--- src/hdl/dfaig_pkg.sv ---
// Constants for the two-channel DMA interrupt-generation block.
package dfaig_pkg;

    // ------------------------------------------------------------------
    // Sizes
    // ------------------------------------------------------------------
    localparam int CH_N = 2;
    localparam int ADDR_W = 8;
    localparam int DATA_W = 32;
    localparam int CNT_W = 16;

    // ------------------------------------------------------------------
    // Register byte offsets
    // ------------------------------------------------------------------
    localparam logic [7:0] OFF_CTRL = 8'h00;
    localparam logic [7:0] OFF_CNT0 = 8'h04;
    localparam logic [7:0] OFF_CNT1 = 8'h08;
    localparam logic [7:0] OFF_MODE = 8'h0c;
    localparam logic [7:0] OFF_STAT = 8'h10;
    localparam logic [7:0] OFF_CLR = 8'h14;
    localparam logic [7:0] OFF_IEN = 8'h18;

    // ------------------------------------------------------------------
    // Field positions of the control register
    // ------------------------------------------------------------------
    localparam int CTRL_END_EN_LSB = 0;
    localparam int CTRL_BRK_EN_LSB = 1;
    localparam int CTRL_TE_LSB = 4;
    localparam int CTRL_MTE_LSB = 5;
    localparam int CTRL_CH_STRIDE = 2;

    // ------------------------------------------------------------------
    // Field positions of the status, clear and enable registers
    // ------------------------------------------------------------------
    localparam int STAT_DONE_LSB = 0;
    localparam int STAT_NMI_LSB = 2;
    localparam int STAT_W = 4;

    // ------------------------------------------------------------------
    // Reset values and the last count value
    // ------------------------------------------------------------------
    localparam logic [1:0] BITS_RST = 2'h0;
    localparam logic [15:0] CNT_RST = 16'h0000;
    localparam logic [15:0] CNT_LAST = 16'h0001;
    localparam logic [3:0] STAT_RST = 4'h0;
    localparam logic [31:0] RDATA_RST = 32'h00000000;

endpackage

--- src/hdl/dfaig_top.sv ---
// Two-channel DMA enable, count and interrupt-request logic with an APB slave.
//
// Function
// Break enable and master off raise break
// Handler drops break by enable or restart
// End enable and transfer off raise end
// Handler drops end by enable or restart
// Bit 3 is channel 1 break enable
// Bit 2 is channel 1 end enable
// Bit 1 is channel 0 break enable
// Bit 0 is channel 0 end enable
// Requests run only with both enables set
// Transfer enable clears when count is exhausted
// NMI clears master enable in burst mode
// Request outputs are levels, drop next cycle
`timescale 1ns/100ps

// The block holds the per-channel interrupt enables and raises the end and
// break requests from them as levels. Around that core sit a transfer
// counter per channel, a stop of burst-mode channels on the NMI pin and a
// sticky status register with one interrupt line, all behind an APB slave.
// Addresses and sequencing live outside this block, so software must halt
// a channel before it rewrites the count of that channel.
module dfaig_top #(
    parameter int CNT_W = dfaig_pkg::CNT_W
) (
    input wire logic clk,
    input wire logic arst_n,
    input wire logic ce,
    input wire logic [dfaig_pkg::ADDR_W-1:0] paddr,
    input wire logic psel,
    input wire logic penable,
    input wire logic pwrite,
    input wire logic [dfaig_pkg::DATA_W-1:0] pwdata,
    output logic [dfaig_pkg::DATA_W-1:0] prdata,
    output logic pready,
    output logic pslverr,
    input wire logic [dfaig_pkg::CH_N-1:0] xfer_req,
    output logic [dfaig_pkg::CH_N-1:0] xfer_go,
    input wire logic nmi_pin,
    output logic [dfaig_pkg::CH_N-1:0] end_irq_req,
    output logic [dfaig_pkg::CH_N-1:0] break_irq_req,
    output logic irq
);
    import dfaig_pkg::*;

    // ------------------------------------------------------------------
    // State
    // ------------------------------------------------------------------
    // Software-visible enables, one bit per channel. The transfer enables
    // are also cleared by hardware, so they are not plain storage.
    logic [CH_N-1:0] end_irq_enable;
    logic [CH_N-1:0] break_irq_enable;
    logic [CH_N-1:0] channel_transfer_enable;
    logic [CH_N-1:0] master_transfer_enable;
    logic [CH_N-1:0] burst_mode;
    logic [CNT_W-1:0] xfer_cnt [CH_N];
    logic [STAT_W-1:0] irq_status;
    logic [STAT_W-1:0] irq_enable;
    // Pin synchroniser for the NMI input, and the flop behind it that keeps
    // the last synchronised level for edge detection.
    logic nmi_s1;
    logic nmi_s2;
    logic nmi_s3;

    // Next values, all registered in one process, so the clock enable
    // covers every one of them.
    logic [CH_N-1:0] next_end_irq_enable;
    logic [CH_N-1:0] next_break_irq_enable;
    logic [CH_N-1:0] next_channel_transfer_enable;
    logic [CH_N-1:0] next_master_transfer_enable;
    logic [CH_N-1:0] next_burst_mode;
    logic [CNT_W-1:0] next_xfer_cnt [CH_N];
    logic [STAT_W-1:0] next_irq_status;
    logic [STAT_W-1:0] next_irq_enable;
    logic [DATA_W-1:0] next_prdata;
    logic [CH_N-1:0] next_end_irq_req;
    logic [CH_N-1:0] next_break_irq_req;
    logic next_irq;

    // ------------------------------------------------------------------
    // Bus decode
    // ------------------------------------------------------------------
    logic acc_wr;
    logic setup_rd;
    logic addr_hit;
    logic nmi_edge;
    logic [STAT_W-1:0] stat_set;
    logic [STAT_W-1:0] stat_clr;

    // Zero wait states: the read word is captured in the setup cycle, so the
    // access phase can finish at once while prdata still comes from a flop.
    assign pready = psel & penable;
    assign acc_wr = psel & penable & pwrite & ce;
    assign setup_rd = psel & ~penable & ~pwrite;

    // Only word-aligned offsets in the map answer without an error.
    always_comb begin
        unique case (paddr)
            OFF_CTRL, OFF_CNT0, OFF_CNT1, OFF_MODE, OFF_STAT, OFF_CLR, OFF_IEN: begin
                addr_hit = 1'b1;
            end
            default: begin
                addr_hit = 1'b0;
            end
        endcase
    end

    // The error comes only with ready in the access phase, so a master
    // never sees it without a finished transfer.
    assign pslverr = psel & penable & ~addr_hit;

    // The third stage only feeds edge detection; the first stage is read
    // by the second alone. A pulse on the pin must cover a rising clock
    // edge with the clock enable high, or it is not seen at all.
    assign nmi_edge = nmi_s2 & ~nmi_s3;

    // A transfer runs only while both channel enables are set. The clock
    // enable gates the strobe too, so a frozen counter never misses a
    // transfer that the far side believes was taken.
    assign xfer_go = xfer_req & channel_transfer_enable & master_transfer_enable
        & {CH_N{ce}};

    // ------------------------------------------------------------------
    // Channel control next state
    // ------------------------------------------------------------------
    // Hardware clears beat a software write in the same cycle, so a count
    // that runs out during a write still ends the transfer.
    always_comb begin
        next_end_irq_enable = end_irq_enable;
        next_break_irq_enable = break_irq_enable;
        next_channel_transfer_enable = channel_transfer_enable;
        next_master_transfer_enable = master_transfer_enable;
        next_burst_mode = burst_mode;
        stat_set = STAT_RST;
        // Status events are gathered here and merged with the clears in the
        // status process, where the set is given priority.
        for (int ch = 0; ch < CH_N; ch++) begin
            next_xfer_cnt[ch] = xfer_cnt[ch];
            if (acc_wr && paddr == OFF_CTRL) begin
                // Bits 3..0 hold break and end enables of channels 1 and 0.
                next_end_irq_enable[ch] =
                    pwdata[CTRL_END_EN_LSB + CTRL_CH_STRIDE * ch]; // see R6
                next_break_irq_enable[ch] =
                    pwdata[CTRL_BRK_EN_LSB + CTRL_CH_STRIDE * ch]; // see R5
                // Writing 0 to the transfer enable aborts the channel.
                next_channel_transfer_enable[ch] =
                    pwdata[CTRL_TE_LSB + CTRL_CH_STRIDE * ch]; // see R10
                next_master_transfer_enable[ch] =
                    pwdata[CTRL_MTE_LSB + CTRL_CH_STRIDE * ch];
            end
            // The count registers sit one word apart, channel 0 first.
            if (acc_wr && paddr == (OFF_CNT0 + 8'(4 * ch))) begin
                next_xfer_cnt[ch] = pwdata[CNT_W-1:0];
            end
            // Burst mode only decides whether the NMI pin stops the channel.
            if (acc_wr && paddr == OFF_MODE) begin
                next_burst_mode[ch] = pwdata[ch];
            end
            // A count of zero runs the full range before it ends. A transfer
            // taken in the cycle of a count write wins and the write is lost.
            if (xfer_go[ch]) begin
                next_xfer_cnt[ch] = xfer_cnt[ch] - CNT_W'(1);
                if (xfer_cnt[ch] == CNT_W'(CNT_LAST)) begin
                    next_channel_transfer_enable[ch] = 1'b0;
                    stat_set[STAT_DONE_LSB + ch] = 1'b1;
                end
            end
            // NMI stops only channels in burst mode.
            if (nmi_edge && burst_mode[ch]) begin
                next_master_transfer_enable[ch] = 1'b0;
                stat_set[STAT_NMI_LSB + ch] = 1'b1;
            end
        end
    end

    // ------------------------------------------------------------------
    // Interrupt status next state
    // ------------------------------------------------------------------
    // A set in the same cycle as its clear survives, so no event is lost.
    always_comb begin
        stat_clr = STAT_RST;
        next_irq_enable = irq_enable;
        if (acc_wr && paddr == OFF_CLR) begin
            stat_clr = pwdata[STAT_W-1:0];
        end
        if (acc_wr && paddr == OFF_IEN) begin
            next_irq_enable = pwdata[STAT_W-1:0];
        end
        next_irq_status = (irq_status & ~stat_clr) | stat_set;
        // The line follows the next status and the next enables, so a write
        // to the enable register shows on it at the same edge.
        next_irq = |(next_irq_status & next_irq_enable);
    end

    // ------------------------------------------------------------------
    // Request outputs next state
    // ------------------------------------------------------------------
    // Requests follow the present enables, so they fall one cycle after the
    // handler clears an enable or restarts the channel. No status bit stands
    // behind them, so the handler removes the cause and not a flag.
    always_comb begin
        next_end_irq_req = end_irq_enable & ~channel_transfer_enable; // see R3 see R12
        next_break_irq_req = break_irq_enable & ~master_transfer_enable; // see R1 see R12
    end

    // ------------------------------------------------------------------
    // Read data next state
    // ------------------------------------------------------------------
    // The clear register is write-only and reads as zero. Capturing in the
    // setup cycle costs no wait state and keeps prdata steady through the
    // whole access phase.
    always_comb begin
        next_prdata = prdata;
        if (setup_rd) begin
            next_prdata = RDATA_RST;
            // Bits that a word does not use read as zero.
            unique case (paddr)
                OFF_CTRL: begin
                    for (int ch = 0; ch < CH_N; ch++) begin
                        next_prdata[CTRL_END_EN_LSB + CTRL_CH_STRIDE * ch] =
                            end_irq_enable[ch];
                        next_prdata[CTRL_BRK_EN_LSB + CTRL_CH_STRIDE * ch] =
                            break_irq_enable[ch];
                        next_prdata[CTRL_TE_LSB + CTRL_CH_STRIDE * ch] =
                            channel_transfer_enable[ch];
                        next_prdata[CTRL_MTE_LSB + CTRL_CH_STRIDE * ch] =
                            master_transfer_enable[ch];
                    end
                end
                OFF_CNT0: begin
                    next_prdata[CNT_W-1:0] = xfer_cnt[0];
                end
                OFF_CNT1: begin
                    next_prdata[CNT_W-1:0] = xfer_cnt[1];
                end
                OFF_MODE: begin
                    next_prdata[CH_N-1:0] = burst_mode;
                end
                OFF_STAT: begin
                    next_prdata[STAT_W-1:0] = irq_status;
                end
                OFF_IEN: begin
                    next_prdata[STAT_W-1:0] = irq_enable;
                end
                default: begin
                    next_prdata = RDATA_RST;
                end
            endcase
        end
    end

    // ------------------------------------------------------------------
    // Registers
    // ------------------------------------------------------------------
    // The clock enable freezes every flop, the synchroniser included.
    // Reset loads constants only, so no data path reaches the reset tree.
    always_ff @(posedge clk or negedge arst_n) begin
        if (!arst_n) begin
            end_irq_enable <= BITS_RST;
            break_irq_enable <= BITS_RST;
            channel_transfer_enable <= BITS_RST;
            master_transfer_enable <= BITS_RST;
            burst_mode <= BITS_RST;
            for (int ch = 0; ch < CH_N; ch++) begin
                xfer_cnt[ch] <= CNT_W'(CNT_RST);
            end
            irq_status <= STAT_RST;
            irq_enable <= STAT_RST;
            prdata <= RDATA_RST;
            end_irq_req <= BITS_RST;
            break_irq_req <= BITS_RST;
            irq <= 1'b0;
            nmi_s1 <= 1'b0;
            nmi_s2 <= 1'b0;
            nmi_s3 <= 1'b0;
        end else if (ce) begin
            end_irq_enable <= next_end_irq_enable;
            break_irq_enable <= next_break_irq_enable;
            channel_transfer_enable <= next_channel_transfer_enable;
            master_transfer_enable <= next_master_transfer_enable;
            burst_mode <= next_burst_mode;
            for (int ch = 0; ch < CH_N; ch++) begin
                xfer_cnt[ch] <= next_xfer_cnt[ch];
            end
            irq_status <= next_irq_status;
            irq_enable <= next_irq_enable;
            prdata <= next_prdata;
            end_irq_req <= next_end_irq_req;
            break_irq_req <= next_break_irq_req;
            irq <= next_irq;
            nmi_s1 <= nmi_pin;
            nmi_s2 <= nmi_s1;
            nmi_s3 <= nmi_s2;
        end
    end

endmodule
--- config.mk ---
export PLATFORM = sky130hd
export DESIGN_NAME = dfaig_top
export DESIGN_NICKNAME = d
export VERILOG_FILES = /design/src/hdl/dfaig_pkg.sv /design/src/hdl/dfaig_top.sv
export SDC_FILE = /design/constraint.sdc
export NUM_CORES = 1
export LEC_CHECK = 0
export BUFFER_PORTS_ARGS = -buffer_cell sky130_fd_sc_hd__buf_2
export CAP_MARGIN = 10
export CORE_MARGIN = 2
export CORE_UTILIZATION = 50
export CTS_BUF_LIST = sky130_fd_sc_hd__clkbuf_16
export DETAILED_ROUTE_END_ITERATION = 6
export PLACE_DENSITY = 0.77
export SLEW_MARGIN = 5
export SYNTH_ARGS = -nofsm -noshare
export SYNTH_HDL_FRONTEND = slang
export SYNTH_SLANG_ARGS = --single-unit
--- constraint.sdc ---
create_clock -name clk -period 1.9 [get_ports clk]
set_input_delay 0.095 -clock clk [delete_from_list [all_inputs] [get_ports clk]]
set_output_delay 0.095 -clock clk [all_outputs]
set_load 0.05 [all_outputs]
==> flow_metrics.tcl <==
set metrics [dict create \
    status "finished, violations left" \
    violations "setup timing" \
    core_um2 8180 \
    powerDensity_nw_per_um2 729 \
    syn_area_um2 4190 \
    cp_data_required_time_ns 2.11 \
    hold_slack_ns 0.0142 \
    max_cap_viol_count 0 \
    ant_nets 0 \
    timing_worst_slew_pin_value_ns 0.587 \
    finalSetupViolations 2 \
    ctsLongestPathBuffers 2 \
    cp-end-kind "flip-flop" \
    netlist_top_cells_count "dfrtp_1 (74), nor2_1 (46), nand2_1 (45)" \
    hold_viol 0 \
    slew_viol_final 0 \
    min_period_ns 1.95 \
    area_growth_pct 32.9 \
    place_hpwl_um 9930 \
    syn_area_per_cell_um2 9.11 \
    synth_top_area_frac 0.442 \
    fin_cells 698 \
    maxSlewHeadroom 0.606 \
    min_period_over_period 1.03 \
    grt_pass1_vias 3927 \
    via_per_inst 5.96 \
    p_leak_uw 0.00259 \
    fin_nets 643 \
    synthTopCellsByArea "dfrtp_1 (44%), nor2_1 (4.1%), nand2_1 (4.0%), o21ai_0 (3.5%), buf_4 (2.9%)" \
    rsz0062_at_grt "yes" \
    die_w_um 95.6 \
    grt_max_degree 36 \
    hp-class "input port to flip-flop" \
    first_iter_violations 226 \
    grt_usage 0.305 \
    postSynthCellCount 460 \
    vias 4159 \
    cts.sinks 74 \
    ys_warn_count 0 \
    start_util 0.513 \
    ir_worst_vdd_mv 0.460 \
    htreeDepth 3 \
    async_flop_share 1.00 \
    synth-edff-count 0 \
    die_y_um 95.6 \
    clkTransAtPathRegs_ns 0.06 \
    ios 90 \
    critical_path_class "flip-flop to flip-flop" \
    insertion_delay_ns 0.33 \
    drive_gt1_frac 0.349 \
    start_kind "flip-flop" \
    setup_ws_ns -0.0541 \
    ctsRootBufferMaster "clkbuf_16" \
    wl_per_cell_um 18.8 \
    grt_overflow 0 \
    yosysTopAreaCell "dfrtp_1" \
    synth-seq-cells 74 \
    dp.cells 678 \
    totalWireLength_um 13200 \
    numCtsBuffers 9 \
    drtPass1Iterations 5 \
    ys.flop_type "dfrtp_1" \
    grt_antenna_before_repair 0 \
    tritoncts "done" \
    route.detailed.drc 0 \
    rows 33 \
    synth.most_common_cell "dfrtp_1" \
    n_antenna_cell 0 \
    finClkSkew_ns 0.00707 \
    dieArea_um2 9130 \
    portBuffers 57 \
    cp_max_fo 4 \
    power.total_uw 4070 \
    max_freq_mhz 512 \
    grt_pass1_wl_um 20700 \
    crit_arrival_ns 2.16 \
    yosysSeqAreaShare 0.442 \
    ys_types 65 \
    place_congestion 1.00 \
]
[kinds of logic (layout without fill, tap and decap cells)]
logic type | count (synthesis) | after routing | synth area share
AND/OR/NAND/NOR | 189 | 189 | 0.234
buffers and inverters | 53 | 171 | 0.0639
flip-flops | 74 | 74 | 0.442
other | 1 | 16 | 0.000894
multiplexers | 18 | 18 | 0.0507
AO/OA/AOI/OAI | 121 | 121 | 0.197
adder cells (fa/ha/maj) | 4 | 4 | 0.0119
[placed cells by master (no fill, tap or decap), types with 5 or more instances in the layout]
cell type | Yosys | routed
conb_1 | 1 | 16
dfrtp_1 | 74 | 74
o21ai_1 | 6 | 8
nand3_1 | 18 | 15
buf_4 | 16 | 79
mux2i_1 | 10 | 10
a21oi_1 | 23 | 23
nand3b_1 | 5 | 5
buf_2 | 1 | 56
nor2_1 | 46 | 45
o31ai_1 | 6 | 6
a221oi_1 | 8 | 8
nand4_1 | 7 | 7
nand2_1 | 45 | 45
mux2_2 | 6 | 6
or3_1 | 10 | 6
o21ai_0 | 29 | 27
inv_1 | 16 | 14
nor3_1 | 20 | 17
o211ai_1 | 7 | 7
clkbuf_16 | 0 | 9
[routing by layer]
layer  global-route usage  vias to the layer above  part of all wire
met5                    0                        -                 0
met3               0.0609                       35             0.068
met2                0.472                      197              0.47
li1                     -                     1922                 -
met1                0.406                     2005              0.43
met4                0.154                        0             0.031
[path summary, 6_finish.rpt]
check / startpoint / to / slack, ns / depth (start not counted)
hold / removal: nmi_pin / nmi_s1 / 0.01 / 2
hold reg to reg: prdata[0] / prdata[0] / 0.47 / 2
setup reg to reg: xfer_cnt[18] / xfer_cnt[29] / -0.05 / 5
setup / recovery: xfer_cnt[18] / xfer_cnt[29] / -0.05 / 5
max in group asynchronous: arst_n / xfer_cnt[29] / 0.98 / 3
min in group asynchronous: arst_n / irq / 0.25 / 2
[per-stage QoR]
| stage | worst slack (ns) | area [um2] | utilization | setup TNS [ns] |
|---|---|---|---|---|
| 6_report | -0.0541 | 5570 | 0.682 | -0.0925 |
| 4_1_cts | -0.0593 | 5490 | 0.671 | -0.108 |
| 2_1_floorplan | -0.0747 | 4270 | - | -0.102 |
| 5_1_grt | -0.0953 | 5570 | 0.682 | -0.395 |
| 3_3_place_gp | -0.0933 | 5100 | 0.624 | -1.35 |
| 3_5_place_dp | -0.131 | 5100 | 0.624 | -2.40 |
[registers in the layout, summed over array words and instances, names as in the netlist]
name,flops
prdata,16
end_irq_enable,2
irq,1
break_irq_req,2
irq_enable,4
burst_mode,2
nmi_s2,1
break_irq_enable,2
nmi_s3,1
irq_status,4
xfer_cnt,32
channel_transfer_enable,2
end_irq_req,2
nmi_s1,1
master_transfer_enable,2
[where the power goes]
group          internal, uW  total, uW  switching, uW  leakage, uW
clock network          1130       1790            660     0.000147
logic                   155        592            436      0.00146
registers              1640       1680           38.5     0.000985
[timing repair]
action | in CTS | in global routing
pin swaps | 0 | 8
buffers inserted | 3 | 2
gates cloned | 0 | 0
endpoints found under the hold margin | 18 | 0
hold buffers | 1 | 0
setup endpoints to repair | 7 | 14
gates resized for setup | 9 | 20
[worst max-delay path, cell delays in order (launching register included)]
cell,delay [ns]
dfrtp_1,0.41
or4_4,0.53
or3_4,0.36
or3_4,0.35
nand3_2,0.08
o211ai_1,0.09
[cell type report]
cell class                 count  area, um2
timing repair buffer         141        966
tap                          105        131
clock inverter                 5       81.3
clock buffer                   9        225
sequential                    74       1850
fill                         655       2600
multi-input combinational    348       2250
inverter                      16       63.8
Note: power is estimated with default switching activity, not from simulation.
